**config.mk**
```make
export PLATFORM = sky130hd
export DESIGN_NAME = sps_regs
export DESIGN_NICKNAME = d
export VERILOG_FILES = /design/src/pkg/sps_pkg.sv /design/src/hdl/sps_regs.sv
export SDC_FILE = /design/constraint.sdc
export NUM_CORES = 1
export LEC_CHECK = 0
export BUFFER_PORTS_ARGS = -buffer_cell sky130_fd_sc_hd__buf_2
export CORE_UTILIZATION = 55
export CTS_CLUSTER_DIAMETER = 80
export DETAILED_ROUTE_END_ITERATION = 8
export PLACE_DENSITY = 0.75
export SYNTH_ARGS = -nofsm -noshare
export SYNTH_HDL_FRONTEND = slang
export SYNTH_SLANG_ARGS = --single-unit
export TNS_END_PERCENT = 50
```
**constraint.sdc**
```tcl
create_clock -name clk -period 3.7 [get_ports clk]
set_clock_uncertainty 0.2 [all_clocks]
set_input_delay 0.555 -clock clk [delete_from_list [all_inputs] [get_ports clk]]
set_output_delay 0.555 -clock clk [all_outputs]
set_load 0.1 [all_outputs]
```
**src/pkg/sps_pkg.sv**
```systemverilog
// shared constants and types for the serial status, mode and rate block
// assumes a byte-wide register port with 12-bit addresses
package sps_pkg;

    // ========================================================
    // register addresses
    localparam logic [11:0] SPS_ADDR_DATA = 12'hF60;
    localparam logic [11:0] SPS_ADDR_CTRL = 12'hF61;
    localparam logic [11:0] SPS_ADDR_STAT = 12'hF62;
    localparam logic [11:0] SPS_ADDR_MODE = 12'hF63;
    localparam logic [11:0] SPS_ADDR_LIVE_COUNTER_READBACK = 12'hF64;
    localparam logic [11:0] SPS_ADDR_RATE_HI = 12'hF66;
    localparam logic [11:0] SPS_ADDR_RATE_LO = 12'hF67;

    // ========================================================
    // values after reset
    localparam logic [7:0] SPS_CTRL_RST = 8'h00;
    localparam logic [7:0] SPS_MODE_RST = 8'h00;
    localparam logic [7:0] SPS_RATE_RST = 8'hFF;
    localparam logic [7:0] SPS_DATA_RST = 8'h00;
    localparam logic [15:0] SPS_ONE = 16'h0001;
    localparam logic [15:0] SPS_CNT_RST = 16'hFFFE;

    // ========================================================
    // field layouts
    typedef struct packed {
        logic irq;
        logic write_overrun_flag;
        logic collision;
        logic slave_abort_flag;
        logic [1:0] rsvd;
        logic transfer_active;
        logic select_sense;
    } sps_status_t;

    typedef struct packed {
        logic [1:0] rsvd;
        logic live_counter_readback;
        logic [2:0] char_length;
        logic select_direction;
        logic select_level;
    } sps_mode_t;

    typedef struct packed {
        logic irq_enable;
        logic force_interrupt;
        logic timer_irq_enable;
        logic phase;
        logic clock_polarity;
        logic wire_or;
        logic master_select;
        logic block_enable;
    } sps_ctrl_t;

    typedef struct packed {
        logic [11:0] addr;
        logic [7:0] wdata;
        logic wr;
        logic rd;
    } sps_bus_req_t;

    typedef enum logic [1:0] {
        SPS_IDLE,
        SPS_M_LEAD,
        SPS_M_TRAIL,
        SPS_S_ACTIVE
    } sps_state_t;

endpackage

```
**src/hdl/sps_regs.sv**
```systemverilog
// serial controller: status, mode, diagnostic state and rate divider
// assumes synchronous pins and a one-cycle strobe register port
//
// Our own choice: the plain strobed port.
`timescale 1ns/10ps
`default_nettype none

module sps_regs
    import sps_pkg::*;
(
    input wire logic clk,
    input wire logic srst,
    input wire sps_bus_req_t req,
    output logic [7:0] rdata,
    input wire logic sck_i,
    output logic sck_o,
    output logic sck_oe,
    input wire logic mosi_i,
    output logic mosi_o,
    output logic mosi_oe,
    input wire logic miso_i,
    output logic miso_o,
    output logic miso_oe,
    input wire logic ss_n_i,
    output logic ss_n_o,
    output logic ss_n_oe,
    output logic irq_o
);

    // ========================================================
    // storage
    sps_ctrl_t ctrl_ff;
    sps_mode_t mode_ff;
    sps_state_t state_ff;
    sps_state_t nxt_state;
    logic [7:0] rate_hi_ff;
    logic [7:0] rate_lo_ff;
    logic [7:0] rdata_ff;
    logic [7:0] shift_ff;
    logic [7:0] hold_ff;
    logic [15:0] cnt_ff;
    logic [2:0] bits_ff;
    logic irq_ff;
    logic ovr_ff;
    logic col_ff;
    logic abt_ff;
    logic sample_ff;
    logic out_ff;
    logic out_pend_ff;
    logic sck_ff;
    logic sck_prev_ff;
    logic ss_prev_ff;
    logic irq_out_ff;

    // ========================================================
    // decode and control terms
    logic en;
    logic master;
    logic slave;
    logic busy;
    logic wr_data;
    logic wr_ctrl;
    logic wr_stat;
    logic wr_mode;
    logic fault;
    logic start;
    logic timer_mode;
    logic cnt_run;
    logic tick;
    logic [15:0] reload_m1;
    logic sck_lvl;
    logic slave_sel;
    logic lead_edge;
    logic trail_edge;
    logic ss_fall;
    logic ss_rise;
    logic slave_abort;
    logic shift_tick;
    logic output_tick;
    logic sample_en;
    logic last_bit;
    logic done_evt;
    sps_status_t status;

    assign en = ctrl_ff.block_enable;
    assign master = en && ctrl_ff.master_select;
    assign slave = en && !ctrl_ff.master_select;
    assign busy = (state_ff != SPS_IDLE);
    assign wr_data = req.wr && (req.addr == SPS_ADDR_DATA);
    assign wr_ctrl = req.wr && (req.addr == SPS_ADDR_CTRL);
    assign wr_stat = req.wr && (req.addr == SPS_ADDR_STAT);
    assign wr_mode = req.wr && (req.addr == SPS_ADDR_MODE);
    // fault only when the select pin is an input
    assign fault = master && !mode_ff.select_direction && !ss_n_i;
    assign start = master && wr_data && !busy && !fault;
    assign timer_mode = !en && ctrl_ff.timer_irq_enable;
    assign cnt_run = timer_mode ||
        (master && (state_ff == SPS_M_LEAD || state_ff == SPS_M_TRAIL));
    // reload of zero wraps to ffff, i.e. 65536 cycles per tick
    assign reload_m1 = 16'({rate_hi_ff, rate_lo_ff} - SPS_ONE);
    assign tick = cnt_run && (cnt_ff == 16'h0000);

    assign sck_lvl = sck_i ^ ctrl_ff.clock_polarity;
    assign slave_sel = slave && !ss_n_i;
    assign lead_edge = slave_sel && sck_lvl && !sck_prev_ff;
    assign trail_edge = slave_sel && !sck_lvl && sck_prev_ff;
    assign ss_fall = slave && !ss_n_i && ss_prev_ff;
    assign ss_rise = slave && ss_n_i && !ss_prev_ff;
    assign slave_abort = ss_rise && (state_ff == SPS_S_ACTIVE) &&
        (bits_ff != 3'h0);

    // length code 000 wraps the count to eight bits
    assign last_bit = (3'(bits_ff + 3'h1) == mode_ff.char_length);
    assign shift_tick = (state_ff == SPS_M_TRAIL && tick && !fault) ||
        (state_ff == SPS_S_ACTIVE && trail_edge);
    assign sample_en = (state_ff == SPS_M_LEAD && tick) ||
        (state_ff == SPS_S_ACTIVE && lead_edge);
    assign done_evt = shift_tick && last_bit;
    assign output_tick = out_pend_ff;

    // ========================================================
    // state machine
    always_comb begin
        nxt_state = state_ff;
        case (state_ff)
            SPS_IDLE: begin
                if (start) begin
                    nxt_state = SPS_M_LEAD;
                end else if (ss_fall) begin
                    nxt_state = SPS_S_ACTIVE;
                end
            end
            SPS_M_LEAD: begin
                if (!master || fault) begin
                    nxt_state = SPS_IDLE;
                end else if (tick) begin
                    nxt_state = SPS_M_TRAIL;
                end
            end
            SPS_M_TRAIL: begin
                if (!master || fault) begin
                    nxt_state = SPS_IDLE;
                end else if (tick) begin
                    nxt_state = last_bit ? SPS_IDLE : SPS_M_LEAD;
                end
            end
            SPS_S_ACTIVE: begin
                if (!slave_sel) begin
                    nxt_state = SPS_IDLE;
                end
            end
            default: begin
                nxt_state = SPS_IDLE;
            end
        endcase
    end

    always_ff @(posedge clk) begin
        if (srst) begin
            state_ff <= SPS_IDLE;
        end else begin
            state_ff <= nxt_state;
        end
    end

    // ========================================================
    // rate divider, also the disabled-mode timer
    always_ff @(posedge clk) begin
        if (srst) begin
            cnt_ff <= SPS_CNT_RST;
        end else if (!cnt_run || tick) begin
            cnt_ff <= reload_m1;
        end else begin
            cnt_ff <= cnt_ff - SPS_ONE;
        end
    end

    // ========================================================
    // bit counter and clock levels
    always_ff @(posedge clk) begin
        if (srst || state_ff == SPS_IDLE) begin
            bits_ff <= 3'h0;
        end else if (shift_tick) begin
            bits_ff <= last_bit ? 3'h0 : 3'(bits_ff + 3'h1);
        end
    end

    always_ff @(posedge clk) begin
        if (srst || !master || state_ff == SPS_IDLE) begin
            sck_ff <= 1'b0;
        end else if (tick) begin
            sck_ff <= (state_ff == SPS_M_LEAD);
        end
    end

    always_ff @(posedge clk) begin
        if (srst) begin
            sck_prev_ff <= 1'b0;
            ss_prev_ff <= 1'b1;
        end else begin
            sck_prev_ff <= sck_lvl;
            ss_prev_ff <= ss_n_i;
        end
    end

    // ========================================================
    // shift path
    always_ff @(posedge clk) begin
        if (srst) begin
            sample_ff <= 1'b0;
        end else if (sample_en) begin
            sample_ff <= master ? miso_i : mosi_i;
        end
    end

    always_ff @(posedge clk) begin
        if (srst) begin
            shift_ff <= SPS_DATA_RST;
            hold_ff <= SPS_DATA_RST;
        end else if (wr_data && !busy) begin
            shift_ff <= req.wdata;
            hold_ff <= req.wdata;
        end else if (slave_abort) begin
            shift_ff <= hold_ff;
        end else if (shift_tick) begin
            shift_ff <= {shift_ff[6:0], sample_ff};
        end
    end

    always_ff @(posedge clk) begin
        if (srst) begin
            out_pend_ff <= 1'b0;
        end else begin
            out_pend_ff <= start || shift_tick || ss_fall || slave_abort;
        end
    end

    always_ff @(posedge clk) begin
        if (srst) begin
            out_ff <= 1'b0;
        end else if (output_tick) begin
            out_ff <= shift_ff[7];
        end
    end

    // ========================================================
    // control, mode and rate registers
    always_ff @(posedge clk) begin
        if (srst) begin
            ctrl_ff <= SPS_CTRL_RST;
        end else if (wr_ctrl) begin
            ctrl_ff <= req.wdata & 8'hEB;
        end else if (wr_stat && req.wdata[7]) begin
            ctrl_ff.force_interrupt <= 1'b0;
        end
    end

    always_ff @(posedge clk) begin
        if (srst) begin
            mode_ff <= SPS_MODE_RST;
        end else if (wr_mode) begin
            mode_ff <= {2'b00, req.wdata[5:0]};
        end
    end

    always_ff @(posedge clk) begin
        if (srst) begin
            rate_hi_ff <= SPS_RATE_RST;
            rate_lo_ff <= SPS_RATE_RST;
        end else if (req.wr && req.addr == SPS_ADDR_RATE_HI) begin
            rate_hi_ff <= req.wdata;
        end else if (req.wr && req.addr == SPS_ADDR_RATE_LO) begin
            rate_lo_ff <= req.wdata;
        end
    end

    // ========================================================
    // status flags: set wins over a same-cycle clear
    always_ff @(posedge clk) begin
        if (srst || !en) begin
            irq_ff <= 1'b0;
            ovr_ff <= 1'b0;
            col_ff <= 1'b0;
            abt_ff <= 1'b0;
        end else begin
            irq_ff <= (wr_ctrl && req.wdata[6]) || done_evt ||
                slave_abort || (irq_ff && !(wr_stat && req.wdata[7]));
            ovr_ff <= (wr_data && busy) ||
                (ovr_ff && !(wr_stat && req.wdata[6]));
            col_ff <= fault ||
                (col_ff && !(wr_stat && req.wdata[5]));
            abt_ff <= slave_abort ||
                (abt_ff && !(wr_stat && req.wdata[4]));
        end
    end

    always_comb begin
        status = '0;
        status.irq = irq_ff;
        status.write_overrun_flag = ovr_ff;
        status.collision = col_ff;
        status.slave_abort_flag = abt_ff;
        status.transfer_active = en && busy;
        status.select_sense = !slave || ss_n_i;
    end

    // ========================================================
    // interrupt request, timer timeout bypasses the pending flag
    always_ff @(posedge clk) begin
        if (srst) begin
            irq_out_ff <= 1'b0;
        end else begin
            irq_out_ff <= (ctrl_ff.irq_enable && irq_ff) ||
                (timer_mode && tick);
        end
    end

    // ========================================================
    // read port
    always_ff @(posedge clk) begin
        if (srst || !req.rd) begin
            rdata_ff <= 8'h00;
        end else begin
            case (req.addr)
                SPS_ADDR_DATA: rdata_ff <= shift_ff;
                SPS_ADDR_CTRL: rdata_ff <= ctrl_ff;
                SPS_ADDR_STAT: rdata_ff <= status;
                SPS_ADDR_MODE: rdata_ff <= mode_ff;
                SPS_ADDR_LIVE_COUNTER_READBACK: begin
                    rdata_ff <= {shift_tick, output_tick, 4'h0,
                        state_ff};
                end
                SPS_ADDR_RATE_HI: begin
                    rdata_ff <= mode_ff.live_counter_readback ?
                        cnt_ff[15:8] : rate_hi_ff;
                end
                SPS_ADDR_RATE_LO: begin
                    rdata_ff <= mode_ff.live_counter_readback ?
                        cnt_ff[7:0] : rate_lo_ff;
                end
                default: rdata_ff <= 8'h00;
            endcase
        end
    end

    // ========================================================
    // pins
    assign rdata = rdata_ff;
    assign sck_o = sck_ff ^ ctrl_ff.clock_polarity;
    assign sck_oe = master;
    assign mosi_o = out_ff;
    assign mosi_oe = master;
    assign miso_o = out_ff;
    assign miso_oe = slave_sel;
    assign ss_n_o = mode_ff.select_level;
    assign ss_n_oe = ctrl_ff.master_select &&
        mode_ff.select_direction;
    assign irq_o = irq_out_ff;

    // ========================================================
    // checks
    logic [16:0] gap_ff;
    logic seen_ff;
    always_ff @(posedge clk) begin
        if (srst || !cnt_run || tick) begin
            gap_ff <= 17'h00000;
            seen_ff <= cnt_run && tick;
        end else begin
            gap_ff <= 17'(gap_ff + 17'h00001);
        end
    end

    chk_off_clears: assert property (@(posedge clk)
        disable iff (srst) !en |=> !irq_ff && !ovr_ff && !col_ff && !abt_ff)
        else $error("status flags survive disable");
    chk_done_pending: assert property (@(posedge clk)
        disable iff (srst) en && done_evt && !wr_ctrl |=> irq_ff)
        else $error("character done did not set pending");
    chk_timer_irq: assert property (@(posedge clk)
        disable iff (srst) timer_mode && tick |=> irq_o && !irq_ff)
        else $error("timer timeout wrong");
    chk_abort_flags: assert property (@(posedge clk)
        disable iff (srst) slave_abort && !wr_ctrl |=>
        abt_ff && irq_ff ##1 out_ff == hold_ff[7])
        else $error("slave abort handling wrong");
    chk_transfer_active_read: assert property (@(posedge clk)
        disable iff (srst) req.rd && req.addr == SPS_ADDR_STAT |=>
        rdata[1] == $past(busy && en))
        else $error("transfer bit mismatch");
    chk_rate_gap: assert property (@(posedge clk)
        disable iff (srst) tick && seen_ff |-> gap_ff == {1'b0, reload_m1})
        else $error("divider tick spacing wrong");
    chk_overrun: assert property (@(posedge clk)
        disable iff (srst) en && wr_data && busy |=>
        ovr_ff && $stable(hold_ff))
        else $error("busy data write not rejected");
    chk_mode_fault: assert property (@(posedge clk)
        disable iff (srst) fault |=> col_ff && state_ff == SPS_IDLE)
        else $error("mode fault not flagged");
    chk_ss_slave: assert property (@(posedge clk)
        disable iff (srst) !ctrl_ff.master_select |-> !ss_n_oe)
        else $error("select driven in slave mode");
    chk_out_tick: assert property (@(posedge clk)
        disable iff (srst) shift_tick |=> ##1 out_ff == $past(shift_ff[7]))
        else $error("serial output not updated");

endmodule

`default_nettype wire

```
======== Word level (Yosys, flattened, before mapping) ========
Cells that the tools add are included.
operators by class
  add/subtract/negate cells ............... 3
  $mul .................................... 0
  divide/modulo/power cells ............... 0
  magnitude comparators ................... 0
  equality and inequality tests ........... 15
  shifts and indexed selects .............. 0
  multiplexer cells ....................... 20
  bitwise gates (word level) .............. 3
  reduce and logical (&&, ||, !) cells .... 94
operators with widths
  cell                                                 count
  == test 12 bit (second input constant)               7
  case mux 8 bit (7 select lines)                      1
  logical AND 1 bit                                    47
  two-way mux 8 bit                                    5
  subtractor 16 x 1 -> 16 bit (second input constant)  2
  logical OR 1 bit                                     22
  logical NOT 1 bit                                    17
  logical NOT 16 bit                                   1
  two-way mux 16 bit                                   1
  two-way mux 2 bit                                    7
  case mux 2 bit (4 select lines)                      1
  != test 3 bit (second input constant)                2
  nonzero test 3 bit                                   2
  == test 2 bit (second input constant)                2
  two-way mux 1 bit                                    4
  AND reduction 4 bit                                  1
  nonzero test 2 bit                                   2
  adder 3 x 1 -> 3 bit (second input constant)         1
  == test 3 bit                                        1
  two-way mux 3 bit                                    1
  != test 3 x 2 -> 1 bit (second input constant)       1
  == test 2 x 1 -> 1 bit (second input constant)       1
  logical NOT 2 bit                                    1
  != test 2 bit (second input constant)                1
  other kinds (3)                                      4
storage, ports and cells
  flip-flop bits (word level) ............. 84
  bits in latches ......................... 0
  memory bits (writable) .................. 0
  ROM bits ................................ 0
  input bits .............................. 28
  output and inout port bits .............. 17
  logic and storage cells ................. 164
  memories ................................ 0

======== Logic depth before layout (Yosys ltp) ========
Gate-level depths: netlist of the first run.
  depth in word-level cells ............... 12
  gate-level depth with buffers ........... 14
  mapped depth without buffers ............ 13

======== Least setup slack after synthesis of the first run ========
Ideal clock, no wire load.
  path type ............................... input to register
  start point ............................. input ss_n_i
  end point ............................... register state_ff[1]
  arrival time ............................ 3.629 ns
  setup slack ............................. -0.248 ns
  stages on the path ...................... 4
  buffers on the path ..................... 0
  cell sequence ........................... nor3b_1 -> nand2_1 -> a311o_1 -> mux2i_1
on the way
  longest elaborated chain between the ends .. 6
  elaborated cells on any way between the ends .. 16
  those cells by class .................... eq/ne: 4; mux: 4; reduce/logical: 8
ends and longest elaborated chain
  what                                                                                     line                                              source
  start, declared                                                                          sps_regs.sv:24                                    input wire logic ss_n_i,
  logical NOT 1 bit *                                                                      sps_regs.sv:94, sps_regs.sv:104, sps_regs.sv:107
  logical AND 1 bit                                                                        sps_regs.sv:94                                    assign fault = master && !mode_ff.select_direction && !ss_n_i;
  logical NOT 1 bit                                                                        sps_regs.sv:95                                    assign start = master && wr_data && !busy && !fault;
  logical AND 1 bit                                                                        sps_regs.sv:95
  != test 3 bit (no source line) or two-way mux 2 bit (tied branches)                      -
  AND reduction 4 bit (no source line) or case mux 2 bit (4 select lines) (tied branches)  -
  end signal, assigned                                                                     sps_regs.sv:162                                   state_ff <= nxt_state;
  end, declared                                                                            sps_regs.sv:34                                    sps_state_t state_ff;
Every way passes the cells marked *; elsewhere a longest branch is shown, timed or not.
A chain may end at the register's enable or synchronous reset.

======== Worst setup path in the final report of the first run ========
  start point ............................. register state_ff[0]
  end point ............................... register cnt_ff[14]
on the way
  longest elaborated chain between the ends .. 7
  elaborated cells on any way between the ends .. 9
  those cells by class .................... eq/ne: 2; mux: 1; reduce/logical: 6
ends and longest elaborated chain
  what                                                     line             source
  == test 2 x 1 -> 1 bit or == test 2 bit (tied branches)  sps_regs.sv:98   (master && (state_ff == SPS_M_LEAD || state_ff == SPS_M_TRAIL));
  logical OR 1 bit *                                       sps_regs.sv:98
  logical AND 1 bit *                                      sps_regs.sv:98
  logical OR 1 bit *                                       sps_regs.sv:97   assign cnt_run = timer_mode ||
  logical NOT 1 bit or logical AND 1 bit (tied branches)   -
  logical OR 1 bit *                                       sps_regs.sv:171  end else if (!cnt_run || tick) begin
  two-way mux 16 bit *                                     sps_regs.sv:171
  end signal, assigned                                     sps_regs.sv:172  cnt_ff <= reload_m1;
  end signal, assigned                                     sps_regs.sv:174  cnt_ff <= cnt_ff - SPS_ONE;
  end, declared                                            sps_regs.sv:41   logic [15:0] cnt_ff;
Marks and branches as above.

==> out/summary.md, run 1 <==
The first global-routing pass estimated 20.8 mm of wire. After global routing the overflow that remains totals 0. The tools report the remaining antenna violation count after routing as 0. The post-synthesis register bit count was 84.

The worst max-slew margin expressed relative to the limit came out at 0.472. For the data arrival time of the critical path, the log shows 3220 ps. The maximum count of clock buffers along a single path is 2, and the DRC violation total after the first TritonRoute iteration is 300. The area share of the leading cell type in the synthesized netlist was 0.364; the ratio of final minimum period to clock period was 0.856.

The post-synthesis async set-or-reset flop share was 0. The number of setup buffers added after CTS is 0. Cell with the largest stage delay on the worst path: dfxtp_1. Counting every net in the synthesized netlist gives 602. The tools report the count of cells resized by post-cts repair as 0. From synthesis to final layout, the design area changed by 10.1%. During synthesis, Yosys emitted a total of 0 warnings.

The number of enable-type register cells in the synthesized netlist was 0; the count of boundary I/O pins was 45. The clock latency of the later-clocked register in the worst-skew pair was 360 ps; the core area was 0.00818 mm2. The flow ran to the end, and the final reports show no timing, DRC or antenna violations. Clock tree root buffer cell: clkbuf_8. Measured along the x axis, the die boundary spans 93.6 um. TritonCTS built the clock tree. In this run, post-CTS hold repair placed 0 buffers. In this run the worst hold path is classified as register to register. The number of maximum-capacitance constraint violations was 0. The summed instance area of the synthesized netlist was 0.00462 mm2. The final-report hold violation count was 0. The total buffers and inverters traversed by the critical path is 1, and the biggest cell delay along the critical path is 410 ps. At the end of the flow, the number of nets in the layout was 633.

The upper clock frequency limit was 316 MHz; the post-detailed-route wirelength per cell was 18.5 um. Detailed placement ended at an HPWL of 9.51 mm. In this run the critical register-to-register path is captured at cnt_ff[14]$_SDFF_PP1_.

The tools report the number of pins with negative max-slew slack in the final report as 0. The leakage power figure was 0.00197 uW; the number of port buffers was 44. The via-per-instance ratio is 6.21, and the number of cells in the finished layout apart from fillers is 708. The run gives 0.906 as the routability congestion estimate. The TritonCTS buffer count is 9.

After routing, the total negative slack on setup checks comes to 0 ps. Across all hold checks on the routed design, the worst slack comes to 260 ps. Startpoint of the lowest-slack register-to-register path: state_ff[0]$_SDFFE_PP0P_. The worst-case IR drop observed on VDD is 0.254 mV.

The logs give 5 for the detailed-router iteration count before antenna repair and 4399 for the via count. Minimum setup slack in the final design: 534 ps. The most used flip-flop cell after synthesis is dfxtp_1.

The type of the worst setup path is register to register. The clock tree synthesis step divided the H-tree into 3 levels. For the number of clock sinks seen by CTS, the log shows 84.

The family of cells with the greatest summed delay on the critical path is simple AND/OR/NAND/NOR gates. The initial antenna violation count is 0, and the post-synthesis instance total is 567. The mean cell area of the mapped netlist is 8.14 um2.

In this run the vertical extent of the chip is 93.6 um. In this run the worst path has a maximum fanout of 8. The pin slew with the least headroom to its limit came out at 781 ps.

For the global-route usage over all layers, the log shows 0.310. STA classifies the critical path endpoint as a register. Traced cell by cell, the critical path runs through inv_1, ha_1, nand3_1, nand2_1, o21ai_2, mux2i_1, ha_1, nand3_1, nor3_4, nand3_2, mux2_4.

Sorting the synthesized cells by how often they occur yields nand2_1 (100), dfxtp_1 (84), nor2_1 (43). STA puts the critical path data required time at 3760 ps. Counting instances, the worst hold path has a depth of 2. The full die area was 0.00876 mm2.

The share of layout cells above drive strength 1 is 0.181. The maximum number of pins on one net before global-route repair came out at 44. The tools report the sequential cell area fraction in the yosys report as 0.364. Of all cell types, the one taking the most synthesized area is dfxtp_1.

Counting distinct cell types in the post-synthesis netlist gives 71. Number of global-route vias before repair: 4059. Setup repair after global routing left no endpoint under its margin. Summed over all layers, the routed wires come to 13.1 mm.

Setup violations remaining at the end of the flow were counted as 0. The repair_antennas step left the layout with diodes totalling 0. After synthesis, the cell types taking the most area are dfxtp_1 (36%), nand2_1 (8.1%), mux2i_1 (5.2%), a21oi_1 (4.1%), mux2_2 (3.9%).

Clock-pin slew was measured on the worst setup and hold paths at 90 ps. Row generation in the floorplan step produced 33 rows. The routed design could run at a clock period as short as 3170 ps. The hold path startpoint is hold_ff[2]$_SDFFE_PP0P_. Once placement completed, the tool counted placed cells totaling 692.

The cell area power density is 336 mW/mm2. For hold timing, the worst endpoint is hold_ff[2]$_SDFFE_PP0P_. Depth of the most critical reg-to-reg path: 11.

The leading cell type by number of instances after synthesis was nand2_1. The logs give 0.565 for the starting utilization of the core area and 582 ps for the worst setup timing slack at the placement stage. Setup slack on the worst reg-to-reg path comes out at 530 ps. The number of design rule violations left after detail routing was 0.

The nature of the critical path startpoint was a register.
per-stage QoR:
step                      total power, uW  utilization  cell area (um2)
final                                1710        0.622             5080
after global routing                 1770        0.622             5080
after CTS                            1720        0.622             5080
after detailed placement             1110        0.600             4900
after global placement               1110        0.600             4900
after floorplan                      1050            -             4620
layer usage:
layer / GRT usage / vias up / routed length [um]
met5: 0 / - / 0
met4: 0.124 / 0 / 331
met3: 0.0520 / 28 / 912
met2: 0.513 / 170 / 6280
met1: 0.400 / 2105 / 5560
li1: - / 2096 / -
flip-flops by register name, indices dropped and copies added, names as in the netlist, 2 cells and up:
register and flops:
cnt_ff 16, hold_ff 8, rate_hi_ff 8, rate_lo_ff 8
rdata 8, shift_ff 8, ctrl_ff 5, mode_ff 5
bits_ff 3, state_ff 2
report_power, final:
part           total, uW  switching [uW]  internal, uW
logic                168             108          59.6
clock network        615             363           252
registers            926            12.7           914
layout make-up:
cell class	instances	area (um2)
Inverter	19	71.3
Fill cell	725	3090
Clock inverter	7	56.3
Sequential cell	84	1680
Tap cell	105	131
Multi-Input combinational cell	430	2730
Timing Repair Buffer	54	295
Clock buffer	9	124
cell families (layout without fill, tap and decap cells):
kind of cell | after synthesis | in the layout | share of synthesized area
xor gates and xnor gates | 13 | 13 | 0.0247
AOI/OAI and AO/OA | 111 | 111 | 0.164
DFF | 84 | 84 | 0.364
adders and majority gates | 7 | 7 | 0.0190
muxes | 42 | 42 | 0.0992
buffers and inverters | 53 | 89 | 0.0480
and+or+nand+nor | 257 | 257 | 0.281
worst max path at each step:
stage          depth (start not counted)               endpoint                     start
4_1_cts                               11  cnt_ff[14]$_SDFF_PP1_  state_ff[0]$_SDFFE_PP0P_
5_1_grt                               11  cnt_ff[14]$_SDFF_PP1_  state_ff[0]$_SDFFE_PP0P_
6_report                              11  cnt_ff[14]$_SDFF_PP1_  state_ff[0]$_SDFFE_PP0P_
2_1_floorplan                         12  cnt_ff[14]$_SDFF_PP1_  state_ff[0]$_SDFFE_PP0P_
3_5_place_dp                          11  cnt_ff[14]$_SDFF_PP1_  state_ff[0]$_SDFFE_PP0P_
3_3_place_gp                          11  cnt_ff[14]$_SDFF_PP1_  state_ff[0]$_SDFFE_PP0P_
layout by cell type, fill, tap and decap left out, types with 9 or more instances in the layout:
cell type and n:
dfxtp_1 84, nand3_1 27, nor2_1 43, and3_1 9, nor4_1 9, a21oi_1 38
a221oi_1 11, clkbuf_8 9, inv_1 18, nand2_1 100, mux2i_1 24, mux2_2 16
xnor2_1 9, buf_4 10, o21ai_0 13, buf_2 44, nor3_1 15
worst register-to-register path: cells and delay by family, from the launching register on:
kind / cells / cell delay, ps
adder cells (fa/ha/maj): 2 / 510
flip-flops: 1 / 410
multiplexers: 2 / 570
buffers and inverters: 1 / 100
AND/OR/NAND/NOR: 5 / 1080
AO/OA/AOI/OAI: 1 / 210
Note: power is estimated with default switching activity, not from simulation.
==> run 2: changes to the inputs <==
--- a/config.mk
+++ b/config.mk
@@ -6,10 +6,10 @@
 export NUM_CORES = 1
 export LEC_CHECK = 0
 export BUFFER_PORTS_ARGS = -buffer_cell sky130_fd_sc_hd__buf_2
-export CORE_UTILIZATION = 55
+export CORE_UTILIZATION = 30
 export CTS_CLUSTER_DIAMETER = 80
 export DETAILED_ROUTE_END_ITERATION = 8
-export PLACE_DENSITY = 0.75
+export HOLD_SLACK_MARGIN = 0.15
 export SYNTH_ARGS = -nofsm -noshare
 export SYNTH_HDL_FRONTEND = slang
 export SYNTH_SLANG_ARGS = --single-unit
==> run 2 against run 1 <==
Effect of this change:
- flip-flop and latch count unchanged
- global-route usage decreased by 13 points
- maximum frequency decreased by 2.3%
- worst setup slack got worse by 73 ps
- wire length increased by 7.7%
- largest cell class unchanged
==> out/summary.md, run 2 (synthesis gave the netlist of run 1 again) <==
The starting utilization of the core area is 0.313 (-0.252). The final net count is 632 (-0.16%), and the post-detailed-route wirelength per cell is 17.9 um (-3.0%). The total buffers and inverters traversed by the critical path is 1 (unchanged), and the total number of placement rows is 44 (+33%). The count of cells resized by post-cts repair was 0 (unchanged); the ratio of final minimum period to clock period was 0.875 (+0.0197).

The clock edge transition at the registers on the reported setup and hold paths works out to 70 ps (-20 ps). The tools report the count of boundary I/O pins as 45 (unchanged). The DRC violation total after the first TritonRoute iteration is 458 (+53%). The cell family contributing the most delay on the critical path is simple AND/OR/NAND/NOR gates. The leakage power figure was 0.00203 uW (+3.4%); the quantity of hold-fixing buffers added after cts was 0 (unchanged). The run gives 2 (unchanged) as the maximum count of clock buffers along a single path. The logs give 350 ps (about the same) for the clock latency of the later-clocked register in the worst-skew pair and 84 (unchanged) for the number of clock sinks seen by CTS. The tools report the number of maximum-capacitance constraint violations as 0 (unchanged).

The clock period minus worst slack works out to 3240 ps (+72.9 ps). The run finished with clean final reports. The run gives 0.227 mV (-11%) as the worst ir drop on vdd.

The global-route wire length before repair came out at 22.5 mm (+8.0%). The register bank with the most flops was cnt_ff. Width of the chip: 126 um (+35%). Number of post-CTS setup repair buffers: 0 (unchanged). The number of pins with negative max-slew slack in the final report is 0 (unchanged), and the worst hold-check slack is 252 ps (-7.74 ps). The global-route usage over all layers is 0.181 (-0.129). The logs give 4308 (-2.1%) for the via count and 0.0159 mm2 (+81%) for the full die area.

The detailed-router iteration count before antenna repair is 6 (+1). The fill cell instance count of the final layout is 1503 (+110%), and the data required time of the critical path is 3740 ps (-20 ps). The nature of the critical path startpoint is a register. TritonCTS built the clock tree. Remaining antenna violation count after routing: 0 (unchanged). The worst hold path belongs to the class register to register. The pin slew with the least headroom to its limit was 894 ps (+113 ps); the post-DP HPWL was 10.4 mm (+9.6%). The share of layout cells above drive strength 1 was 0.179 (-0.00136). The top cell types in the final layout, fill and taps aside, are nand2_1 (100), dfxtp_1 (84), buf_2 (44). The type of the worst setup path is register to register.

The detailed-route wire length is 14.1 mm (+7.7%), and the via-per-instance ratio is 5.48 (-12%). The antenna diode count is 0 (unchanged), and the final total negative setup slack is 0 ps (unchanged). The data arrival time of the critical path came out at 3270 ps (+50 ps). The vertical extent of the die is 126 um (+35%).

Compared with the post-synthesis result, the final layout area differs by 15.3%. The tools report the final-report hold violation count as 0 (unchanged). The initial antenna violation count was 0 (unchanged). The number of port buffers is 44 (unchanged), and the cell area power density is 395 mW/mm2 (+17%). The highest fanout seen on the critical path is 8 (unchanged).

The core area was 0.0148 mm2 (+80%). For the number of design rule violations left after detail routing, the log shows 0 (unchanged). Most frequent standard cell in the layout excluding fill and tap cells: nand2_1.

Number of global-route vias before repair: 4175 (+2.9%). The worst max-slew margin expressed relative to the limit is 0.403 (-0.0693), and the upper clock frequency limit is 309 MHz (-2.3%). Setup repair after global routing left no endpoint under its margin.

The signal on the critical path passes through inv_1, ha_1, nand3_1, nand2_1, o21ai_2, mux2i_1, ha_1, nand3_1, nor3_4, nand3_2, mux2_4. The maximum number of pins on one net before global-route repair was 40 (-9.1%); the global-route congestion overflow total was 0 (unchanged). The final setup violation count is 0 (unchanged).

The TritonCTS buffer count was 9 (unchanged); the number of flip-flops under the largest register name was 16 (unchanged). Clock tree root buffer cell: clkbuf_16. The H-tree depth is 3 (unchanged). STA classifies the critical path endpoint as a register.

The routability congestion estimate is 0.909 (+0.24%). The largest individual stage delay along the critical path comes from the cell dfxtp_1. Biggest cell delay along the critical path: 410 ps (about the same).
==> run 2: worst paths after layout <==
| path | start | to | slack, ps | cells past startpoint |
|---|---|---|---|---|
| max reg2reg | state_ff[0]$_SDFFE_PP0P_ | cnt_ff[14]$_SDFF_PP1_ | 460 | 11 |
| min | hold_ff[2]$_SDFFE_PP0P_ | hold_ff[2]$_SDFFE_PP0P_ | 250 | 2 |
| max | state_ff[0]$_SDFFE_PP0P_ | cnt_ff[14]$_SDFF_PP1_ | 460 | 11 |
| min reg2reg | hold_ff[2]$_SDFFE_PP0P_ | hold_ff[2]$_SDFFE_PP0P_ | 250 | 2 |
==> run 2: final cells by class <==
type	count	area [um2]	share of cell area
Multi-Input combinational cell	430	2730	0.512
Clock inverter	6	87.6	0.0165
Timing Repair Buffer	53	288	0.0541
Sequential cell	84	1680	0.316
Inverter	19	71.3	0.0134
Tap cell	184	230	0.0433
Clock buffer	10	239	0.0449
==> run 2: routing by layer <==
| layer | track usage | share of wire |
|---|---|---|
| met5 | 0 | 0 |
| met2 | 0.293 | 0.47 |
| met4 | 0.0595 | 0.017 |
| met1 | 0.242 | 0.46 |
| met3 | 0.0336 | 0.054 |
==> run 2: worst register-to-register path: stages, from the launching register on <==
cell	delay, ps
dfxtp_1	410
inv_1	110
ha_1	320
nand3_1	260
nand2_1	270
o21ai_2	230
mux2i_1	310
ha_1	210
nand3_1	200
nor3_4	220
nand3_2	90
mux2_4	310
==> run 2: power breakdown <==
group / total, uW / switching (uW) / leakage [uW] / internal (uW)
Sequential: 928 / 13.0 / 0.000679 / 915
Clock: 999 / 389 / 0.000162 / 610
Combinational: 174 / 115 / 0.00119 / 59.4
Total: 2100 / 517 / 0.00203 / 1580
==> run 2: per-stage QoR <==
step | instance area [um2] | std cells | power [uW] | worst slack, ps | util
floorplan | 4620 | 567 | 1050 | 740 | -
global placement | 5000 | 770 | 1110 | 704 | 0.339
detailed placement | 5000 | 770 | 1120 | 543 | 0.339
CTS | 5320 | 786 | 2110 | 513 | 0.361
global route | 5320 | 786 | 2170 | 270 | 0.361
finish | 5320 | 786 | 2100 | 461 | 0.361
==> run 3: changes to the inputs <==
--- a/config.mk
+++ b/config.mk
@@ -10,6 +10,7 @@
 export CTS_CLUSTER_DIAMETER = 80
 export DETAILED_ROUTE_END_ITERATION = 8
 export HOLD_SLACK_MARGIN = 0.15
+export RECOVER_POWER = 50
 export SYNTH_ARGS = -nofsm -noshare
 export SYNTH_HDL_FRONTEND = slang
 export SYNTH_SLANG_ARGS = --single-unit
==> run 3 against run 2 <==
Effect of this change:
- the flow now finishes with violations (max-capacitance violations, max-slew violations)
- sequential power barely moved
- critical path depth did not move
- largest power group unchanged
- core utilization fell by 0.19 points
- worst hold slack improved by 1.2 ps
- flip-flop and latch count did not move
==> out/summary.md, run 3 (synthesis gave the netlist of run 1 again) <==
The count of cells resized by post-cts repair was 0 (unchanged); the area growth from synthesis to final layout was 14.7%. The number of post-CTS setup repair buffers is 0 (unchanged), and the number of clock sinks seen by CTS is 84 (unchanged). The ratio of final minimum period to clock period was 0.877 (+0.00122). Clock edge transition at the registers on the reported setup and hold paths: 70 ps (about the same). The number of pins with negative max-slew slack in the final report is 40 (+40), and the number of port buffers is 44 (unchanged). The via count was 4297 (-0.26%). The number of maximum-capacitance constraint violations is 1 (+1), and the pin slew with the least headroom to its limit is 1700 ps (+805 ps). Setup repair after global routing left no endpoint under its margin. The initial antenna violation count was 0 (unchanged). The worst ir drop on vdd is 0.225 mV (-0.70%), and the share of layout cells above drive strength 1 is 0.148 (-0.0316). The clock latency of the later-clocked register in the worst-skew pair came out at 350 ps (about the same). The tools report the final setup violation count as 0 (unchanged). The tools report the antenna diode count as 0 (unchanged). The top cell types in the final layout, fill and taps aside, are nand2_1 (100), dfxtp_1 (84), nor2_1 (43). The core area is 0.0148 mm2 (unchanged), and the number of design rule violations left after detail routing is 0 (unchanged). The run gives 0.00196 uW (-3.7%) as the leakage power figure. For the post-DP HPWL, the log shows 10.4 mm (unchanged).

The total number of placement rows was 44 (unchanged). The final net count was 632 (unchanged); the worst max-slew margin expressed relative to the limit was -0.133 (-0.536). For the detailed-router iteration count before antenna repair, the log shows 7 (+1). The routability congestion estimate was 0.909 (unchanged).

The logs give 0 (unchanged) for the remaining antenna violation count after routing and 40 (unchanged) for the maximum number of pins on one net before global-route repair. The tools report the number of cells in the finished layout apart from fillers as 786 (unchanged). The logs give 14.1 mm (+0.41%) for the detailed-route wire length and 0.0159 mm2 (unchanged) for the full die area.

The nature of the critical path startpoint is a register. The checks that failed: max-capacitance violations, max-slew violations. The number of global-route vias before repair is 4175 (unchanged). The upper clock frequency limit came out at 308 MHz (-0.14%). By startpoint and endpoint, the worst setup path is classified as register to register.

The library cell used most frequently in the layout, excluding fill and tap cells, is nand2_1. The maximum count of clock buffers along a single path is 2 (unchanged). The global-route usage over all layers is 0.181 (unchanged), and the H-tree depth is 3 (unchanged). The data arrival time of the critical path was 3280 ps (about the same); the cell area power density was 397 mW/mm2 (+0.48%).

TritonCTS built the clock tree. For the TritonCTS buffer count, the log shows 9 (unchanged). For the data required time of the critical path, the log shows 3730 ps (about the same). The global-route wire length before repair came out at 22.5 mm (unchanged). The path class of the tightest hold or removal check is register to register.

The width of the chip came out at 126 um (unchanged). The biggest cell delay along the critical path works out to 410 ps (about the same). Traced cell by cell, the critical path runs through inv_1, ha_1, nand3_1, nand2_1, o21ai_2, mux2i_1, ha_1, nand3_1, nor3_4, nand3_2, mux2_4. The tools report the number of instances in the placed design as 770 (unchanged).

The run gives 0.313 (unchanged) as the starting utilization of the core area. The final-report hold violation count is 0 (unchanged), and the via-per-instance ratio is 5.47 (-0.26%). The run gives 455 (-0.66%) as the DRC violation total after the first TritonRoute iteration. The worst setup path is captured at a register. Global-route congestion overflow total: 0 (unchanged).

CTS placed an instance of clkbuf_16 at the clock tree root. The count of boundary I/O pins is 45 (unchanged), and the vertical extent of the die is 126 um (unchanged). The clock period minus worst slack is 3240 ps (+4.50 ps). The number of flip-flops under the largest register name works out to 16 (unchanged). The register bank with the most flops was cnt_ff.

The run gives 0 ps (unchanged) as the final total negative setup slack. Among all stages on the critical path, the largest delay is contributed by dfxtp_1. The post-detailed-route wirelength per cell is 18.0 um (+0.41%).

The highest fanout seen on the critical path is 8 (unchanged), and the quantity of hold-fixing buffers added after cts is 0 (unchanged). The flow ran to the end, but the final reports show violations.
[run 3: cell types whose count changed in the layout (fill, tap and decap cells not counted), sizes merged]
cell    delta
buf       -18
clkbuf    +18
[run 3: worst paths after layout]
path                             from                       to  slack [ps]  cells past startpoint
max          state_ff[0]$_SDFFE_PP0P_    cnt_ff[14]$_SDFF_PP1_         460                     11
min           hold_ff[2]$_SDFFE_PP0P_  hold_ff[2]$_SDFFE_PP0P_         250                      2
max reg2reg  state_ff[0]$_SDFFE_PP0P_    cnt_ff[14]$_SDFF_PP1_         460                     11
min reg2reg   hold_ff[2]$_SDFFE_PP0P_  hold_ff[2]$_SDFFE_PP0P_         250                      2
[run 3: layout make-up]
class                           count  area [um2]
Fill cell                        1512        9460
Multi-Input combinational cell    430        2730
Sequential cell                    84        1680
Timing Repair Buffer               53         260
Clock buffer                       10         239
Tap cell                          184         230
Clock inverter                      6        87.6
Inverter                           19        71.3
[run 3: power by group]
part	internal (uW)	leakage, uW	switching, uW
sequential	915	0.000679	13.3
clock	610	0.000162	389
combinational	58.8	0.00112	114
[run 3: per-layer routing]
metal,track usage,wire length [um]
met4,0.0595,225
met1,0.242,6440
met5,0,0
met3,0.0336,730
met2,0.293,6750
[run 3: worst max-delay path: cells and delay by family (launching register included)]
kind | cells | cell delay, ps
fa+ha+maj | 2 | 530
flops | 1 | 410
mux | 2 | 620
simple gates | 5 | 1040
buf+inv | 1 | 110
compound gates | 1 | 220
[run 3: metrics by stage]
stage / hold slack (ps) / setup WS [ps] / power [uW] / area [um2] / util
global placement: 239 / 704 / 1110 / 5000 / 0.339
detailed placement: 246 / 543 / 1120 / 5000 / 0.339
floorplan: 232 / 740 / 1050 / 4620 / -
finish: 253 / 456 / 2100 / 5300 / 0.359
global route: 280 / 270 / 2170 / 5300 / 0.359
CTS: 255 / 513 / 2110 / 5320 / 0.361
